**config.mk**
```make
export PLATFORM = sky130hd
export DESIGN_NAME = itm_timer
export DESIGN_NICKNAME = d
export VERILOG_FILES = /design/src/itm_pkg.sv /design/src/itm_counter.sv /design/src/itm_timer.sv
export SDC_FILE = /design/constraint.sdc
export NUM_CORES = 1
export LEC_CHECK = 0
export ABC_AREA = 1
export BUFFER_PORTS_ARGS = -buffer_cell sky130_fd_sc_hd__buf_2
export CAP_MARGIN = 10
export CORE_AREA = 2 2 125 248
export DETAILED_ROUTE_END_ITERATION = 10
export DIE_AREA = 0 0 127 250
export PLACE_DENSITY = 0.76
export SYNTH_ARGS = -nofsm -noshare
export SYNTH_HDL_FRONTEND = slang
export SYNTH_SLANG_ARGS = --single-unit
```
**constraint.sdc**
```tcl
create_clock -name clk_i -period 3 [get_ports clk_i]
set_clock_uncertainty 0.05 [all_clocks]
set_input_delay 0.45 -clock clk_i [delete_from_list [all_inputs] [get_ports clk_i]]
set_output_delay 0.45 -clock clk_i [all_outputs]
set_load 0.02 [all_outputs]
```
**src/itm_pkg.sv**
```systemverilog
package itm_pkg;
   ////////////////////////////////////////////////////////////////////////////////
   // register byte offsets on the wishbone port
   localparam logic [4:0] ITM_ADR_CNT0 = 5'h00;
   localparam logic [4:0] ITM_ADR_CNT1 = 5'h04;
   localparam logic [4:0] ITM_ADR_CNT2 = 5'h08;
   localparam logic [4:0] ITM_ADR_CTRL = 5'h0c;
   localparam logic [4:0] ITM_ADR_STAT = 5'h10;
   localparam logic [4:0] ITM_ADR_MASK = 5'h14;
   localparam logic [4:0] ITM_ADR_OUTS = 5'h18;
   localparam int ITM_NUM_CNT = 3;
   localparam int ITM_CNT_W = 16;

   ////////////////////////////////////////////////////////////////////////////////
   // control word layout and encodings
   localparam int ITM_CW_SEL_POS = 6;
   localparam int ITM_CW_FMT_POS = 4;
   localparam int ITM_CW_MODE_POS = 1;
   localparam int ITM_CW_BCD_POS = 0;
   localparam logic [1:0] ITM_SEL_ILLEGAL = 2'h3;
   localparam logic [1:0] ITM_FMT_LATCH = 2'h0;
   localparam logic [1:0] ITM_FMT_LSB = 2'h1;
   localparam logic [1:0] ITM_FMT_MSB = 2'h2;
   localparam logic [1:0] ITM_FMT_BOTH = 2'h3;
   localparam logic [2:0] ITM_MODE_0 = 3'h0;
   localparam logic [2:0] ITM_MODE_1 = 3'h1;
   localparam logic [2:0] ITM_MODE_2 = 3'h2;
   localparam logic [2:0] ITM_MODE_3 = 3'h3;
   localparam logic [2:0] ITM_MODE_4 = 3'h4;
   localparam logic [2:0] ITM_MODE_5 = 3'h5;

   ////////////////////////////////////////////////////////////////////////////////
   // reset values
   localparam logic [1:0] ITM_FMT_RESET = ITM_FMT_BOTH;
   localparam logic [2:0] ITM_MODE_RESET = ITM_MODE_0;
   localparam logic [2:0] ITM_MASK_RESET = 3'h0;
   localparam logic [15:0] ITM_CNT_RESET = 16'h0000;

   // counter sequencing: idle has no count, armed loads on next tick
   typedef enum logic [3:0] {
      ITM_ST_IDLE = 4'b0001,
      ITM_ST_ARMED = 4'b0010,
      ITM_ST_RUN = 4'b0100,
      ITM_ST_DONE = 4'b1000
   } itm_state_type;

   // modes 2 and 3 ignore the top mode bit
   function automatic logic [2:0] itm_mode_norm(input logic [2:0] m);
      return m[1] ? {1'b0, m[1:0]} : m;
   endfunction

   // one step down; binary wraps 0 to ffff, decimal wraps 0000 to 9999
   function automatic logic [15:0] itm_dec(input logic [15:0] v, input logic bcd);
      logic [15:0] r;
      logic borrow;
      r = v - 16'h0001;
      borrow = 1'b1;
      if (bcd) begin
         for (int i = 0; i < 4; i++) begin
            r[4*i +: 4] = v[4*i +: 4];
            if (borrow) begin
               if (v[4*i +: 4] == 4'h0) begin
                  r[4*i +: 4] = 4'h9;
               end else begin
                  r[4*i +: 4] = v[4*i +: 4] - 4'h1;
                  borrow = 1'b0;
               end
            end
         end
      end
      return r;
   endfunction
endpackage

```
**src/itm_counter.sv**
```systemverilog
`timescale 1ns/1ns
module itm_counter (
   input wire logic clk_i,
   input wire logic rst_i,
   input wire logic cfg_wr_i,
   input wire logic [2:0] mode_i,
   input wire logic bcd_i,
   input wire logic load_i,
   input wire logic [itm_pkg::ITM_CNT_W-1:0] value_i,
   input wire logic tick_i,
   input wire logic gate_i,
   input wire logic gate_rise_i,
   output logic out_o,
   output logic [itm_pkg::ITM_CNT_W-1:0] count_o,
   output logic tc_o
);
   import itm_pkg::*;

   itm_state_type st_q, st_d;
   logic [2:0] mode_q, mode_d;
   logic bcd_q, bcd_d, out_q, out_d, trig_q, trig_d, tc_q, tc_d;
   logic [15:0] init_q, init_d, cnt_q, cnt_d, nxt;
   logic gate_ok, trig_mode;

   ////////////////////////////////////////////////////////////////////////////////
   // next state of one counter; the count advances only on a count tick, while loads, control words and triggers act in any cycle
   always_comb begin
      st_d = st_q;
      mode_d = mode_q;
      bcd_d = bcd_q;
      out_d = out_q;
      trig_d = trig_q;
      init_d = init_q;
      cnt_d = cnt_q;
      tc_d = 1'b0;
      nxt = itm_dec(cnt_q, bcd_q);
      gate_ok = gate_i || (mode_q == ITM_MODE_1) || (mode_q == ITM_MODE_5);
      trig_mode = (mode_q != ITM_MODE_0) && (mode_q != ITM_MODE_4);
      // a trigger before any count is loaded would fire a stale shot
      if (gate_rise_i && trig_mode && (st_q != ITM_ST_IDLE)) begin
         trig_d = 1'b1;
      end
      if (cfg_wr_i) begin
         mode_d = itm_mode_norm(mode_i);
         bcd_d = bcd_i;
         st_d = ITM_ST_IDLE;
         trig_d = 1'b0;
         out_d = (itm_mode_norm(mode_i) != ITM_MODE_0);
      end else begin
         if (load_i) begin
            init_d = value_i;
            case (mode_q)
               ITM_MODE_0: begin
                  st_d = ITM_ST_ARMED;
                  out_d = 1'b0;
               end
               ITM_MODE_4: st_d = ITM_ST_ARMED;
               ITM_MODE_2, ITM_MODE_3: begin
                  if (st_q == ITM_ST_IDLE) begin
                     st_d = ITM_ST_ARMED;
                  end
               end
               default: begin
                  // one-shot keeps its running count; new value waits for the trigger
                  if (st_q == ITM_ST_IDLE) begin
                     st_d = ITM_ST_DONE;
                  end
               end
            endcase
         end
         if (((mode_q == ITM_MODE_2) || (mode_q == ITM_MODE_3)) && !gate_i) begin
            out_d = 1'b1;
         end
         // a reload in modes 0 and 4 restarts the count, so a tick in the same cycle must not end it
         if (tick_i && !(load_i && ((mode_q == ITM_MODE_0) || (mode_q == ITM_MODE_4)))) begin
            if (trig_q && trig_mode) begin
               cnt_d = init_q;
               st_d = ITM_ST_RUN;
               trig_d = gate_rise_i;
               out_d = (mode_q != ITM_MODE_1);
            end else begin
               case (st_q)
                  ITM_ST_ARMED: begin
                     cnt_d = init_q;
                     st_d = ITM_ST_RUN;
                  end
                  ITM_ST_RUN: begin
                     if (gate_ok) begin
                        cnt_d = nxt;
                        if (mode_q == ITM_MODE_3) begin
                           out_d = (nxt == 16'h0000) || (nxt > (init_q >> 1));
                        end else if (mode_q != ITM_MODE_0 && mode_q != ITM_MODE_1) begin
                           out_d = 1'b1;
                        end
                        if (nxt == 16'h0000) begin
                           tc_d = 1'b1;
                           case (mode_q)
                              ITM_MODE_2: begin
                                 cnt_d = init_q;
                                 out_d = 1'b0;
                              end
                              ITM_MODE_3: cnt_d = init_q;
                              default: begin
                                 st_d = ITM_ST_DONE;
                                 out_d = (mode_q == ITM_MODE_0) || (mode_q == ITM_MODE_1);
                              end
                           endcase
                        end
                     end
                  end
                  ITM_ST_DONE: begin
                     if ((mode_q == ITM_MODE_4) || (mode_q == ITM_MODE_5)) begin
                        out_d = 1'b1;
                     end
                  end
                  default: ;
               endcase
            end
         end
      end
   end

   // register stage of the counter
   always_ff @(posedge clk_i) begin
      if (rst_i) begin
         st_q <= ITM_ST_IDLE;
         mode_q <= ITM_MODE_RESET;
         bcd_q <= 1'b0;
         out_q <= 1'b1;
         trig_q <= 1'b0;
         init_q <= ITM_CNT_RESET;
         cnt_q <= ITM_CNT_RESET;
         tc_q <= 1'b0;
      end else begin
         st_q <= st_d;
         mode_q <= mode_d;
         bcd_q <= bcd_d;
         out_q <= out_d;
         trig_q <= trig_d;
         init_q <= init_d;
         cnt_q <= cnt_d;
         tc_q <= tc_d;
      end
   end

   assign out_o = out_q;
   assign count_o = cnt_q;
   assign tc_o = tc_q;

   ////////////////////////////////////////////////////////////////////////////////
   property p_mode0_load_low;
      @(posedge clk_i) disable iff (rst_i)
      (!cfg_wr_i && load_i && mode_q == ITM_MODE_0) |=> !out_q;
   endproperty
   a_mode0_load_low: assert property (p_mode0_load_low) else $error("mode 0 output not low after load");

   property p_mode0_hold_high;
      @(posedge clk_i) disable iff (rst_i)
      (mode_q == ITM_MODE_0 && st_q == ITM_ST_DONE && out_q && !load_i && !cfg_wr_i) |=> out_q;
   endproperty
   a_mode0_hold_high: assert property (p_mode0_hold_high) else $error("mode 0 output fell without reload");

   property p_mode1_fire;
      @(posedge clk_i) disable iff (rst_i)
      (mode_q == ITM_MODE_1 && trig_q && tick_i && !cfg_wr_i) |=> (!out_q && cnt_q == $past(init_q));
   endproperty
   a_mode1_fire: assert property (p_mode1_fire) else $error("one-shot did not start on trigger tick");

   property p_tc_high;
      @(posedge clk_i) disable iff (rst_i)
      (tc_q && (mode_q == ITM_MODE_0 || mode_q == ITM_MODE_1)) |-> (out_q && cnt_q == 16'h0000);
   endproperty
   a_tc_high: assert property (p_tc_high) else $error("output not high at terminal count");

   property p_reload_keeps_pulse;
      @(posedge clk_i) disable iff (rst_i)
      (mode_q == ITM_MODE_1 && load_i && !out_q && !tick_i && !cfg_wr_i) |=>
         (cnt_q == $past(cnt_q) && !out_q && init_q == $past(value_i));
   endproperty
   a_reload_keeps_pulse: assert property (p_reload_keeps_pulse) else $error("reload disturbed one-shot");

   property p_last_step;
      @(posedge clk_i) disable iff (rst_i)
      (st_q == ITM_ST_RUN && tick_i && gate_i && !trig_q && !cfg_wr_i && !load_i && cnt_q == 16'h0001)
         |=> (tc_q && (cnt_q == 16'h0000 || cnt_q == $past(init_q))) ##1 !tc_q;
   endproperty
   a_last_step: assert property (p_last_step) else $error("terminal count not flagged once");
endmodule

```
**src/itm_timer.sv**
```systemverilog
// Decided for this implementation: the Wishbone interface to the registers and the address map.
`timescale 1ns/1ns
// Notes on behaviour
// - control word: select, format, mode, decimal bit
// - count bytes accepted anytime, other words between
// - six modes; top bit ignored for 2, 3
// - mode 0: output low once count loaded
// - mode 0: high after terminal until reload
// - mode 1: low on tick after gate rise
// - mode 1: high again at terminal count
// - mode 1: reload only affects next trigger
// - count readable anytime without disturbing counting
// - formats: latch, lsb, msb, lsb then msb
// - binary or decimal; zero gives full range
module itm_timer (
   input wire logic clk_i,
   input wire logic rst_i,
   input wire logic wb_cyc_i,
   input wire logic wb_stb_i,
   input wire logic wb_we_i,
   input wire logic [31:0] wb_adr_i,
   input wire logic [3:0] wb_sel_i,
   input wire logic [31:0] wb_dat_i,
   output logic [31:0] wb_dat_o,
   output logic wb_ack_o,
   input wire logic [itm_pkg::ITM_NUM_CNT-1:0] count_clk_i,
   input wire logic [itm_pkg::ITM_NUM_CNT-1:0] gate_i,
   output logic [itm_pkg::ITM_NUM_CNT-1:0] timer_out_o,
   output logic irq_o
);
   import itm_pkg::*;

   // pin synchronisers: count clocks in the low half, gates in the high half
   logic [5:0] s1_q, s2_q, s3_q, lvl_q, lvl_d, rise_q, rise_d;
   logic [2:0] gate_lvl, tick, gate_rise;
   // bus and per-counter access state
   logic ack_q, ack_d, irq_q, irq_d;
   logic [31:0] dat_q, dat_d;
   logic [2:0] mask_q, mask_d, stat_q, stat_d, stat_clr;
   logic [2:0][1:0] fmt_q, fmt_d;
   logic [2:0] wr_hi_q, wr_hi_d, rd_hi_q, rd_hi_d, latched_q, latched_d;
   logic [2:0][15:0] latch_q, latch_d, cnt;
   logic [2:0][7:0] hold_q, hold_d;
   logic [2:0] cfg_wr, ld, tout, tc;
   logic [15:0] ld_val, rv;
   logic req, wr_en, rd_en, is_cnt, hi;
   logic [4:0] adr_lo;
   logic [7:0] wbyte;
   logic [1:0] c;

   ////////////////////////////////////////////////////////////////////////////////
   // three-stage sampling; a level change counts once stages two and three agree
   always_comb begin
      lvl_d = lvl_q;
      for (int i = 0; i < 6; i++) begin
         if (s2_q[i] == s3_q[i]) begin
            lvl_d[i] = s3_q[i];
         end
      end
      rise_d = lvl_d & ~lvl_q;
   end

   always_ff @(posedge clk_i) begin
      if (rst_i) begin
         s1_q <= 6'h00;
         s2_q <= 6'h00;
         s3_q <= 6'h00;
         lvl_q <= 6'h00;
         rise_q <= 6'h00;
      end else begin
         s1_q <= {gate_i, count_clk_i};
         s2_q <= s1_q;
         s3_q <= s2_q;
         lvl_q <= lvl_d;
         rise_q <= rise_d;
      end
   end

   assign tick = rise_q[2:0];
   assign gate_rise = rise_q[5:3];
   assign gate_lvl = lvl_q[5:3];

   ////////////////////////////////////////////////////////////////////////////////
   // bus decode; one request is taken per ack, so ack is a single-cycle pulse
   assign req = wb_cyc_i && wb_stb_i && !ack_q;
   assign wr_en = req && wb_we_i && wb_sel_i[0];
   assign rd_en = req && !wb_we_i;
   assign adr_lo = wb_adr_i[4:0];
   assign wbyte = wb_dat_i[7:0];
   assign is_cnt = (wb_adr_i[31:5] == 27'h0000000) && (adr_lo[1:0] == 2'h0) && (adr_lo < ITM_ADR_CTRL);

   // register file, byte sequencing and read-back
   always_comb begin
      ack_d = req;
      dat_d = 32'h00000000;
      fmt_d = fmt_q;
      wr_hi_d = wr_hi_q;
      rd_hi_d = rd_hi_q;
      latched_d = latched_q;
      latch_d = latch_q;
      hold_d = hold_q;
      mask_d = mask_q;
      stat_clr = 3'h0;
      cfg_wr = 3'h0;
      ld = 3'h0;
      ld_val = {wbyte, hold_q[0]};
      rv = 16'h0000;
      hi = 1'b0;
      c = adr_lo[3:2];
      // count bytes: a two-byte counter pairs lsb then msb, independent of the others
      if (wr_en && is_cnt) begin
         case (fmt_q[c])
            ITM_FMT_LSB: begin
               ld[c] = 1'b1;
               ld_val = {8'h00, wbyte};
            end
            ITM_FMT_MSB: begin
               ld[c] = 1'b1;
               ld_val = {wbyte, 8'h00};
            end
            ITM_FMT_BOTH: begin
               if (!wr_hi_q[c]) begin
                  hold_d[c] = wbyte;
                  wr_hi_d[c] = 1'b1;
               end else begin
                  ld[c] = 1'b1;
                  ld_val = {wbyte, hold_q[c]};
                  wr_hi_d[c] = 1'b0;
               end
            end
            default: ;
         endcase
      end
      // control word; the illegal select is dropped whole
      if (wr_en && wb_adr_i[31:5] == 27'h0000000 && adr_lo == ITM_ADR_CTRL &&
          wbyte[ITM_CW_SEL_POS +: 2] != ITM_SEL_ILLEGAL) begin
         c = wbyte[ITM_CW_SEL_POS +: 2];
         if (wbyte[ITM_CW_FMT_POS +: 2] == ITM_FMT_LATCH) begin
            // a second latch before the read keeps the first snapshot
            if (!latched_q[c]) begin
               latched_d[c] = 1'b1;
               latch_d[c] = cnt[c];
            end
         end else begin
            fmt_d[c] = wbyte[ITM_CW_FMT_POS +: 2];
            wr_hi_d[c] = 1'b0;
            rd_hi_d[c] = 1'b0;
            latched_d[c] = 1'b0;
            cfg_wr[c] = 1'b1;
         end
      end
      if (wr_en && wb_adr_i[31:5] == 27'h0000000 && adr_lo == ITM_ADR_MASK) begin
         mask_d = wbyte[2:0];
      end
      if (rd_en && is_cnt) begin
         // reads only look at the count; the counter itself is never touched
         rv = latched_q[c] ? latch_q[c] : cnt[c];
         hi = (fmt_q[c] == ITM_FMT_MSB) || (fmt_q[c] == ITM_FMT_BOTH && rd_hi_q[c]);
         dat_d = {24'h000000, hi ? rv[15:8] : rv[7:0]};
         if (fmt_q[c] == ITM_FMT_BOTH) begin
            rd_hi_d[c] = !rd_hi_q[c];
         end
         if (fmt_q[c] != ITM_FMT_BOTH || rd_hi_q[c]) begin
            latched_d[c] = 1'b0;
         end
      end else if (rd_en && wb_adr_i[31:5] == 27'h0000000) begin
         case (adr_lo)
            ITM_ADR_STAT: begin
               dat_d = {29'h00000000, stat_q};
               stat_clr = 3'h7;
            end
            ITM_ADR_MASK: dat_d = {29'h00000000, mask_q};
            ITM_ADR_OUTS: dat_d = {29'h00000000, tout};
            default: ;
         endcase
      end
      // terminal counts win over a clearing read in the same cycle
      stat_d = (stat_q & ~stat_clr) | tc;
      irq_d = |(stat_d & mask_d);
   end

   always_ff @(posedge clk_i) begin
      if (rst_i) begin
         ack_q <= 1'b0;
         dat_q <= 32'h00000000;
         fmt_q <= {ITM_FMT_RESET, ITM_FMT_RESET, ITM_FMT_RESET};
         wr_hi_q <= 3'h0;
         rd_hi_q <= 3'h0;
         latched_q <= 3'h0;
         latch_q <= {ITM_CNT_RESET, ITM_CNT_RESET, ITM_CNT_RESET};
         hold_q <= 24'h000000;
         mask_q <= ITM_MASK_RESET;
         stat_q <= 3'h0;
         irq_q <= 1'b0;
      end else begin
         ack_q <= ack_d;
         dat_q <= dat_d;
         fmt_q <= fmt_d;
         wr_hi_q <= wr_hi_d;
         rd_hi_q <= rd_hi_d;
         latched_q <= latched_d;
         latch_q <= latch_d;
         hold_q <= hold_d;
         mask_q <= mask_d;
         stat_q <= stat_d;
         irq_q <= irq_d;
      end
   end

   assign wb_ack_o = ack_q;
   assign wb_dat_o = dat_q;
   assign irq_o = irq_q;
   assign timer_out_o = tout;

   ////////////////////////////////////////////////////////////////////////////////
   // the three counters share the load bus; only one is strobed per cycle
   for (genvar g = 0; g < ITM_NUM_CNT; g++) begin : g_cnt
      itm_counter u_cnt (
         .clk_i(clk_i),
         .rst_i(rst_i),
         .cfg_wr_i(cfg_wr[g]),
         .mode_i(wbyte[ITM_CW_MODE_POS +: 3]),
         .bcd_i(wbyte[ITM_CW_BCD_POS]),
         .load_i(ld[g]),
         .value_i(ld_val),
         .tick_i(tick[g]),
         .gate_i(gate_lvl[g]),
         .gate_rise_i(gate_rise[g]),
         .out_o(tout[g]),
         .count_o(cnt[g]),
         .tc_o(tc[g])
      );
   end

   ////////////////////////////////////////////////////////////////////////////////
   property p_ack_pulse;
      @(posedge clk_i) disable iff (rst_i)
      (wb_cyc_i && wb_stb_i && !ack_q) |=> ack_q ##1 !ack_q;
   endproperty
   a_ack_pulse: assert property (p_ack_pulse) else $error("ack not a one-cycle answer");

   property p_ctrl_decode;
      @(posedge clk_i) disable iff (rst_i)
      (wr_en && adr_lo == ITM_ADR_CTRL && wb_adr_i[31:5] == 27'h0000000 && wbyte[7:6] == 2'h1 &&
       wbyte[5:4] != ITM_FMT_LATCH) |=> (fmt_q[1] == $past(wbyte[5:4]) && !wr_hi_q[1] && $stable(fmt_q[0]));
   endproperty
   a_ctrl_decode: assert property (p_ctrl_decode) else $error("control word not applied to counter 1");

   property p_illegal_sel;
      @(posedge clk_i) disable iff (rst_i)
      (wr_en && adr_lo == ITM_ADR_CTRL && wbyte[7:6] == ITM_SEL_ILLEGAL) |=>
         ($stable(fmt_q) && $stable(latched_q) && $stable(wr_hi_q));
   endproperty
   a_illegal_sel: assert property (p_illegal_sel) else $error("illegal select changed a counter");

   property p_latch_hold;
      @(posedge clk_i) disable iff (rst_i)
      (wr_en && adr_lo == ITM_ADR_CTRL && wb_adr_i[31:5] == 27'h0000000 && wbyte == 8'h00 && !latched_q[0])
         |=> (latched_q[0] && latch_q[0] == $past(cnt[0])) ##1 $stable(latch_q[0]);
   endproperty
   a_latch_hold: assert property (p_latch_hold) else $error("latched count not held");

   property p_byte_pair;
      @(posedge clk_i) disable iff (rst_i)
      (wr_en && is_cnt && adr_lo == ITM_ADR_CNT2 && fmt_q[2] == ITM_FMT_BOTH && !wr_hi_q[2])
         |-> (!ld[2]) ##1 wr_hi_q[2];
   endproperty
   a_byte_pair: assert property (p_byte_pair) else $error("first count byte loaded counter");

   property p_irq_follows;
      @(posedge clk_i) disable iff (rst_i)
      (tc[0] && mask_q[0] && !(wr_en && adr_lo == ITM_ADR_MASK)) |=> (irq_q && stat_q[0]);
   endproperty
   a_irq_follows: assert property (p_irq_follows) else $error("unmasked event raised no interrupt");

   // status, mask and interrupt are registered together, so the level never lags its sources
   property p_irq_level;
      @(posedge clk_i) disable iff (rst_i)
      irq_q == |(stat_q & mask_q);
   endproperty
   a_irq_level: assert property (p_irq_level) else $error("interrupt level disagrees with status");

   property p_stat_clear;
      @(posedge clk_i) disable iff (rst_i)
      (rd_en && wb_adr_i[31:5] == 27'h0000000 && adr_lo == ITM_ADR_STAT && tc == 3'h0) |=> (stat_q == 3'h0);
   endproperty
   a_stat_clear: assert property (p_stat_clear) else $error("status read left events set");

   // reads must never strobe a counter, or a running one-shot would be disturbed
   property p_read_no_disturb;
      @(posedge clk_i) disable iff (rst_i)
      rd_en |-> (ld == 3'h0 && cfg_wr == 3'h0);
   endproperty
   a_read_no_disturb: assert property (p_read_no_disturb) else $error("read touched a counter");

   property p_msb_completes;
      @(posedge clk_i) disable iff (rst_i)
      (wr_en && is_cnt && adr_lo == ITM_ADR_CNT1 && fmt_q[1] == ITM_FMT_BOTH && wr_hi_q[1]) |->
         (ld[1] && ld_val[15:8] == wbyte && ld_val[7:0] == hold_q[1]) ##1 !wr_hi_q[1];
   endproperty
   a_msb_completes: assert property (p_msb_completes) else $error("second count byte did not load");

   // read data is only meaningful with ack, so it is kept at zero elsewhere
   property p_dat_quiet;
      @(posedge clk_i) disable iff (rst_i)
      !ack_q |-> (dat_q == 32'h00000000);
   endproperty
   a_dat_quiet: assert property (p_dat_quiet) else $error("read data shown without ack");
endmodule

```
; ---- Word level (Yosys, flattened, before mapping)
; Index checks and enable logic that the tools add are counted.
[op_classes]
n_addsub = 15
n_lt_le_gt_ge = 10
n_eq_ne = 56
muxes = 219
bitwise_logic = 32
reduce_logical = 126
[op_table]
columns = operator, n
row1 = $mux W16, 21
row2 = $mux W4, 45
row3 = $bmux W16 S2, 3
row4 = $pmux W16 S2, 3
row5 = $mux W1, 82
row6 = $mux W3, 24
row7 = $bwmux W48, 1
row8 = $gt A16 B15 Y1, 3
row9 = $logic_not A16 Y1, 3
row10 = $logic_not A4 Y1, 12
row11 = $pmux W16 S3, 1
row12 = $pmux W4 S2, 6
row13 = $sub A16 B1 Y16 const B, 3
row14 = $sub A4 B1 Y4 const B, 12
row15 = $logic_and A1 B1 Y1, 42
row16 = $mux W8, 5
row17 = $demux W16 S2, 1
row18 = $logic_not A27 Y1, 1
row19 = $bwmux W24, 1
row20 = $logic_or A1 B1 Y1, 23
row21 = $and A3 B3 Y3, 7
row22 = $reduce_bool A3 Y1, 7
row23 = $reduce_or A2 Y1, 10
row24 = $eq A3 B2 Y1 const B, 6
row25 = other kinds (43), 136
[word_totals]
reg_bits = 286
inputBits = 79
out_inout_bits = 37
wordCells = 505

; ---- Depth between registers and ports, before layout
[depth]
depth_word = 19
depth_mapped = 31
ltp_nobuf = 31

; ---- Cells and area by module
; From an unflattened synthesis, not the netlist that was laid out.
[hier_totals]
cells_unflattened = 2575
area_unflattened_um2 = 16465.8
[modules_own_cells]
columns = module, n_inst, cells_per_inst, area_each_um2, seq_area_each_um2
row1 = itm_timer, 1, 975, 6812.8, 2662.6
row2 = itm_counter (g_cnt[1].u_cnt ...), 2, 530, 3210.6, 860.8
row3 = itm_counter (g_cnt[0].u_cnt), 1, 540, 3231.8, 860.8

; ---- Worst setup path after synthesis
; OpenSTA, ideal clock, no wires.
[synth_timing]
kind = input -> register
start = in wb_adr_i[2]
end = reg g_cnt[1].u_cnt.cnt_q[1]
setup_ps = 115
arrival_ps = 2953
required_ps = 2835
path_slack_ps = -118
stages = 19
path_buffers = 3
cell_sequence = buf_4 -> inv_1 -> nor2_1 -> clkbuf_1 -> a22oi_1 -> o21a_1 -> inv_1 -> ha_1 -> inv_1 -> nor2_1 -> a21oi_2 -> nor2_1 -> nand2_1 -> o21ai_1 -> nor3_1 -> clkbuf_1 -> nand2_1 -> o21ai_0 -> inv_1
[synth_via]
elab_chain_len = 11
word_cells_on_any_way = 28
cone_classes = order compare: 3 / eq/ne: 4 / mux: 10 / bitwise: 1 / reduce/logical: 10
[synth_rtl]
columns = item, line_no
row1 = "start, declared", itm_timer.sv:21  ; input wire logic [31:0] wb_adr_i,
row2 = $lt A2 B3 Y1 (not written as such) / $ge A2 B1 Y1 (equally long branches), "itm_timer.sv:114, itm_timer.sv:118, itm_timer.sv:126"
row3 = $logic_and A1 B1 Y1 (not written as such), "itm_timer.sv:114, itm_timer.sv:118, itm_timer.sv:126"
row4 = $mux W1 (not written as such), "itm_timer.sv:114, itm_timer.sv:118, itm_timer.sv:126"
row5 = $demux W1 S2, "itm_timer.sv:114, itm_timer.sv:118, itm_timer.sv:126"
row6 = $mux W3, itm_timer.sv:122  ; if (!wr_hi_q[c]) begin
row7 = $pmux W3 S2, itm_timer.sv:112  ; case (fmt_q[c])
row8 = $mux W3, itm_timer.sv:111  ; if (wr_en && is_cnt) begin
row9 = $logic_and A1 B1 Y1, itm_counter.sv:75  ; if (tick_i && !(load_i && ((mode_q == ITM_MODE_0) || (mode_q == ITM_MODE_4)))) begin
row10 = $logic_not A1 Y1, itm_counter.sv:75
row11 = $logic_and A1 B1 Y1, itm_counter.sv:75
row12 = $reduce_and A4 Y1 (no source line) *, n/a
row13 = "end signal, assigned", itm_counter.sv:141  ; cnt_q <= cnt_d;
row14 = "end, declared", itm_counter.sv:22  ; logic [15:0] init_q, init_d, cnt_q, cnt_d, nxt;
; Every way passes the cells marked *; elsewhere a longest branch is shown, timed or not. The select of a mux whose other input is x is not followed.
; A chain may end at the register's enable or synchronous reset.

; ---- Worst setup path after layout
[layout_timing]
start = reg g_cnt[2].u_cnt.cnt_q[1]
end = reg g_cnt[2].u_cnt.out_q
[layout_via]
elab_chain_len = 19
word_cells_on_any_way = 25
cone_classes = add/sub: 2 / order compare: 1 / mux: 19 / reduce/logical: 3
[layout_rtl]
columns = item, line_no
row1 = "start, declared", itm_counter.sv:22
row2 = "start signal, assigned", itm_counter.sv:141
row3 = $logic_not A4 Y1, itm_pkg.sv:62  ; if (v[4*i +: 4] == 4'h0) begin
row4 = $mux W1, itm_pkg.sv:62
row5 = $mux W1, itm_pkg.sv:58  ; if (bcd) begin
row6 = $mux W1, itm_pkg.sv:61  ; if (borrow) begin
row7 = $mux W1, itm_pkg.sv:58
row8 = $mux W1, itm_pkg.sv:61
row9 = $mux W1, itm_pkg.sv:58
row10 = $mux W4, itm_pkg.sv:61
row11 = [... 3 more ...], n/a
row12 = $mux W1, itm_counter.sv:90  ; if (mode_q == ITM_MODE_3) begin
row13 = $pmux W1 S2, itm_counter.sv:97  ; case (mode_q)
row14 = $mux W1 *, itm_counter.sv:95  ; if (nxt == 16'h0000) begin
row15 = $mux W1 *, itm_counter.sv:88  ; if (gate_ok) begin
row16 = $pmux W1 S2 *, itm_counter.sv:82  ; case (st_q)
row17 = $mux W1 *, itm_counter.sv:76  ; if (trig_q && trig_mode) begin
row18 = $mux W1 *, itm_counter.sv:75
row19 = $mux W1 *, itm_counter.sv:43  ; if (cfg_wr_i) begin
row20 = "end signal, assigned", itm_counter.sv:138  ; out_q <= out_d;
row21 = "end, declared", itm_counter.sv:21  ; logic bcd_q, bcd_d, out_q, out_d, trig_q, trig_d, tc_q, tc_d;
; Marks and branches as above.

==> impl_metrics.py <==
metrics = {
    "drt": {
        "vias": 17016,
        "drt_pre_antenna_iters": 5,
        "wl_um": 51500,
        "drc": 0,
        "drt_iter0_markers": 1461,
        "vias_per_cell": 5.67,
        "ant_nets": 0,
        "wl_per_cell_um": 17.1,
    },
    "layout": {
        "antenna_cells": 0,
        "area.growth.synth_to_final_pct": 18.6,
        "finalNonFillerCells": 3002,
        "drive_gt1_share_pct": 21.4,
        "fill_cells": 2721,
        "mostFrequentLayoutCells": "437 x nand2_1, 319 x nor2_1, 259 x inv_1, 244 x dfxtp_1, 175 x nand3_1",
        "layout_commonest_cell": "nand2_1",
        "nets": 2751,
        "utilization_pct": 64.9,
    },
    "setup_path": {
        "slowest_delay_ns": 0.34,
        "cp.required_ns": 3.40,
        "slowest_stage": "dfxtp_2",
        "cp.arrival_ns": 3.36,
        "worstReg2RegStart": "g_cnt[2].u_cnt.count_o[1]",
        "cp-end-kind": "register",
        "crit_buf_inv": 5,
        "crit_family": "simple AND/OR/NAND/NOR gates",
        "start_kind": "register",
        "cpMostUsedCell": "nand2_1",
        "worst-path-max-fanout": 3,
        "startpoint": "g_cnt[2].u_cnt.count_o[1]",
        "worst-setup-path-type": "register to register",
    },
    "logic_synthesis": {
        "synthTopCellsByArea": "dfxtp_1 32%, nand2_1 11%, nor2_1 7.7%, inv_1 6.3%, nand3_1 5.6%",
        "synth_warnings": 0,
        "synth_xor_xnor_area_share_pct": 0.908,
        "ys_ff_latch": 262,
        "ys_types": 61,
        "synth_top_area_cell": "dfxtp_1",
        "synth_area_per_cell_um2": 6.68,
        "async_reset_ff_share_pct": 0,
        "synth-simple-area-share_pct": 32.1,
        "synthMuxAreaShare_pct": 0,
        "yosysSeqAreaShare_pct": 32.0,
        "synth-edff-count": 0,
        "synthCells": 2454,
        "syn_area_mm2": 0.0164,
        "synth_top_family_by_area": "simple AND/OR/NAND/NOR gates",
        "synth_top_area_share_pct": 32.0,
        "ys.flop_type": "dfxtp_1",
        "synth_fa_ha_area_share_pct": 4.33,
        "synth-compound-area-share_pct": 19.3,
    },
    "timing": {
        "fin_crit_sh_pct": 98.7,
        "worstMarginPinSlew_ns": 0.828,
        "rsz0062_at_grt": "yes",
        "setup_viol": 0,
        "hold_viol": 0,
        "relSlewSlack_pct": 44.6,
        "report.final.slew_viol_count": 0,
        "fmax_mhz": 338,
        "setup_tns_ns": 0,
        "layout_min_cycle_time_ns": 2.96,
    },
    "clocking": {
        "insertion_delay_ns": 0.56,
        "hold_buffers": 0,
        "clkSinkCount": 262,
        "clock_path_buffers": 3,
        "root_buffer": "clkbuf_16",
        "path_clk_slew_ns": 0.07,
        "cts_buffers": 25,
        "tritoncts": "yes",
        "htree_levels": 1,
    },
    "worst_hold_path": {
        "holdCritStartpoint": "count_clk_i[1]",
        "hp-class": "input pin to register",
    },
    "floorplanning": {
        "fp.dieH_um": 250,
        "num_rows": 90,
        "die-area_mm2": 0.0318,
        "ioPinCount": 116,
        "start_util_pct": 54.8,
        "fp.dieW_um": 127,
        "core_area_mm2": 0.0300,
    },
    "place": {
        "dp_hpwl_um": 38600,
        "gp_routability_congestion": 1.00,
        "dp_cells": 2935,
        "portBuffers": 64,
    },
    "power": {
        "leakage_nw": 8.41,
        "p_per_area_mw_per_mm2": 375,
        "peakVddDrop_uv": 515,
        "p_total_mw": 7.29,
    },
    "global_route": {
        "grt_pass1_wl_um": 79600,
        "first_global_vias": 15427,
        "antenna_found_initial": 0,
        "grt_usage_pct": 31.1,
        "grt_max_degree": 93,
        "grt-ovfl-total": 0,
    },
    "outcome": {
        "status": "completed",
    },
    "job": {
        "cap_viol_max_count": 0,
    },
}
==> routing by layer <==
layer	wire length, um	track usage (%)	vias up	part of all wire (%)
li1	-	-	8393	-
met5	0	0	-	0
met2	24600	52.6	651	48
met3	2960	3.62	174	5.8
met1	20600	37.9	7798	40
met4	3300	17.4	0	6.4
==> per-stage QoR <==
step                      cell area [um^2]  setup slack [ns]  hold WS (ns)
after global placement               17900           -0.0405         0.339
after global routing                 19500            -0.154        0.0332
after floorplan                      16500            0.0283         0.338
after CTS                            18800          -0.00526        0.0158
final                                19500            0.0379        0.0393
after detailed placement             17900           -0.0549         0.348
==> power by group <==
part / leakage, nW / switching (mW) / internal [mW]
combinational: 5.86 / 0.306 / 0.117
sequential: 2.12 / 0.00407 / 3.49
clock: 0.432 / 1.47 / 1.91
total: 8.41 / 1.78 / 5.51
==> layout make-up <==
type                       instances  area (um^2)  area share, %
multi-input combinational       1784         9910           50.9
sequential                       262         5270           27.1
timing repair buffer             244         1820           9.35
inverter                         299         1130           5.79
clock buffer                      30          684           3.52
tap                              368          460           2.37
clock inverter                    15          181          0.933
==> state kept, by name, summed over array words and instances, names as in the netlist, 8 cells and up <==
name / count
g_cnt.u_cnt.count_o: 48
g_cnt.u_cnt.init_q: 48
latch_q: 48
hold_q: 24
g_cnt.u_cnt.st_q: 12
g_cnt.u_cnt.mode_q: 9
wb_dat_o: 8
==> final timing paths <==
path	slack, ns	to	cells past startpoint
hold / removal	0.04	s1_q[1]	3
setup / recovery	0.04	g_cnt[2].u_cnt.out_o	30
hold reg to reg	0.35	s2_q[1]	2
setup reg to reg	0.04	g_cnt[2].u_cnt.out_o	30
==> synth_stat cells (10+ instances only) <==
cell      count
o21ai_1      18
xor2_1       16
buf_6        10
inv_2        17
o22ai_1      17
nor2_4       13
nand4_1      21
inv_1       277
clkbuf_1     53
a211oi_1     76
a21oi_1     164
nand2_2      19
buf_4        33
a31oi_1      22
nor2_2       25
nor2_1      338
ha_1         56
a21oi_2      26
o21ai_0     158
nand3_1     183
dfxtp_1     262
buf_2        27
nand2_1     471
nand2_4      10
nor3_1       29
==> repair_timing <==
item / 4_1_cts / 5_1_grt
cloned: 0 / 0
endpoints found under the hold margin: 0 / 0
resized for setup: 5 / 150
setup buffers: 0 / 22
pin swaps: 0 / 60
endpoints found under the setup margin: 2 / 5
==> cells by family (layout without fill, tap and decap cells) <==
group	Yosys count	in the layout
simple gates	1154	1154
compound gates	532	532
buf+inv	431	588
flops	262	262
fa+ha+maj	57	57
xor+xnor	17	17
other cells	1	24
==> worst register-to-register path, delay by kind of cell (launching register included) <==
kind,cells,cell delay (ns)
flip-flops,1,0.34
AO/OA/AOI/OAI,3,0.35
buffers and inverters,5,0.26
AND/OR/NAND/NOR,20,1.38
adder cells (fa/ha/maj),2,0.45
No activity file was read; power rests on OpenSTA's default activity.
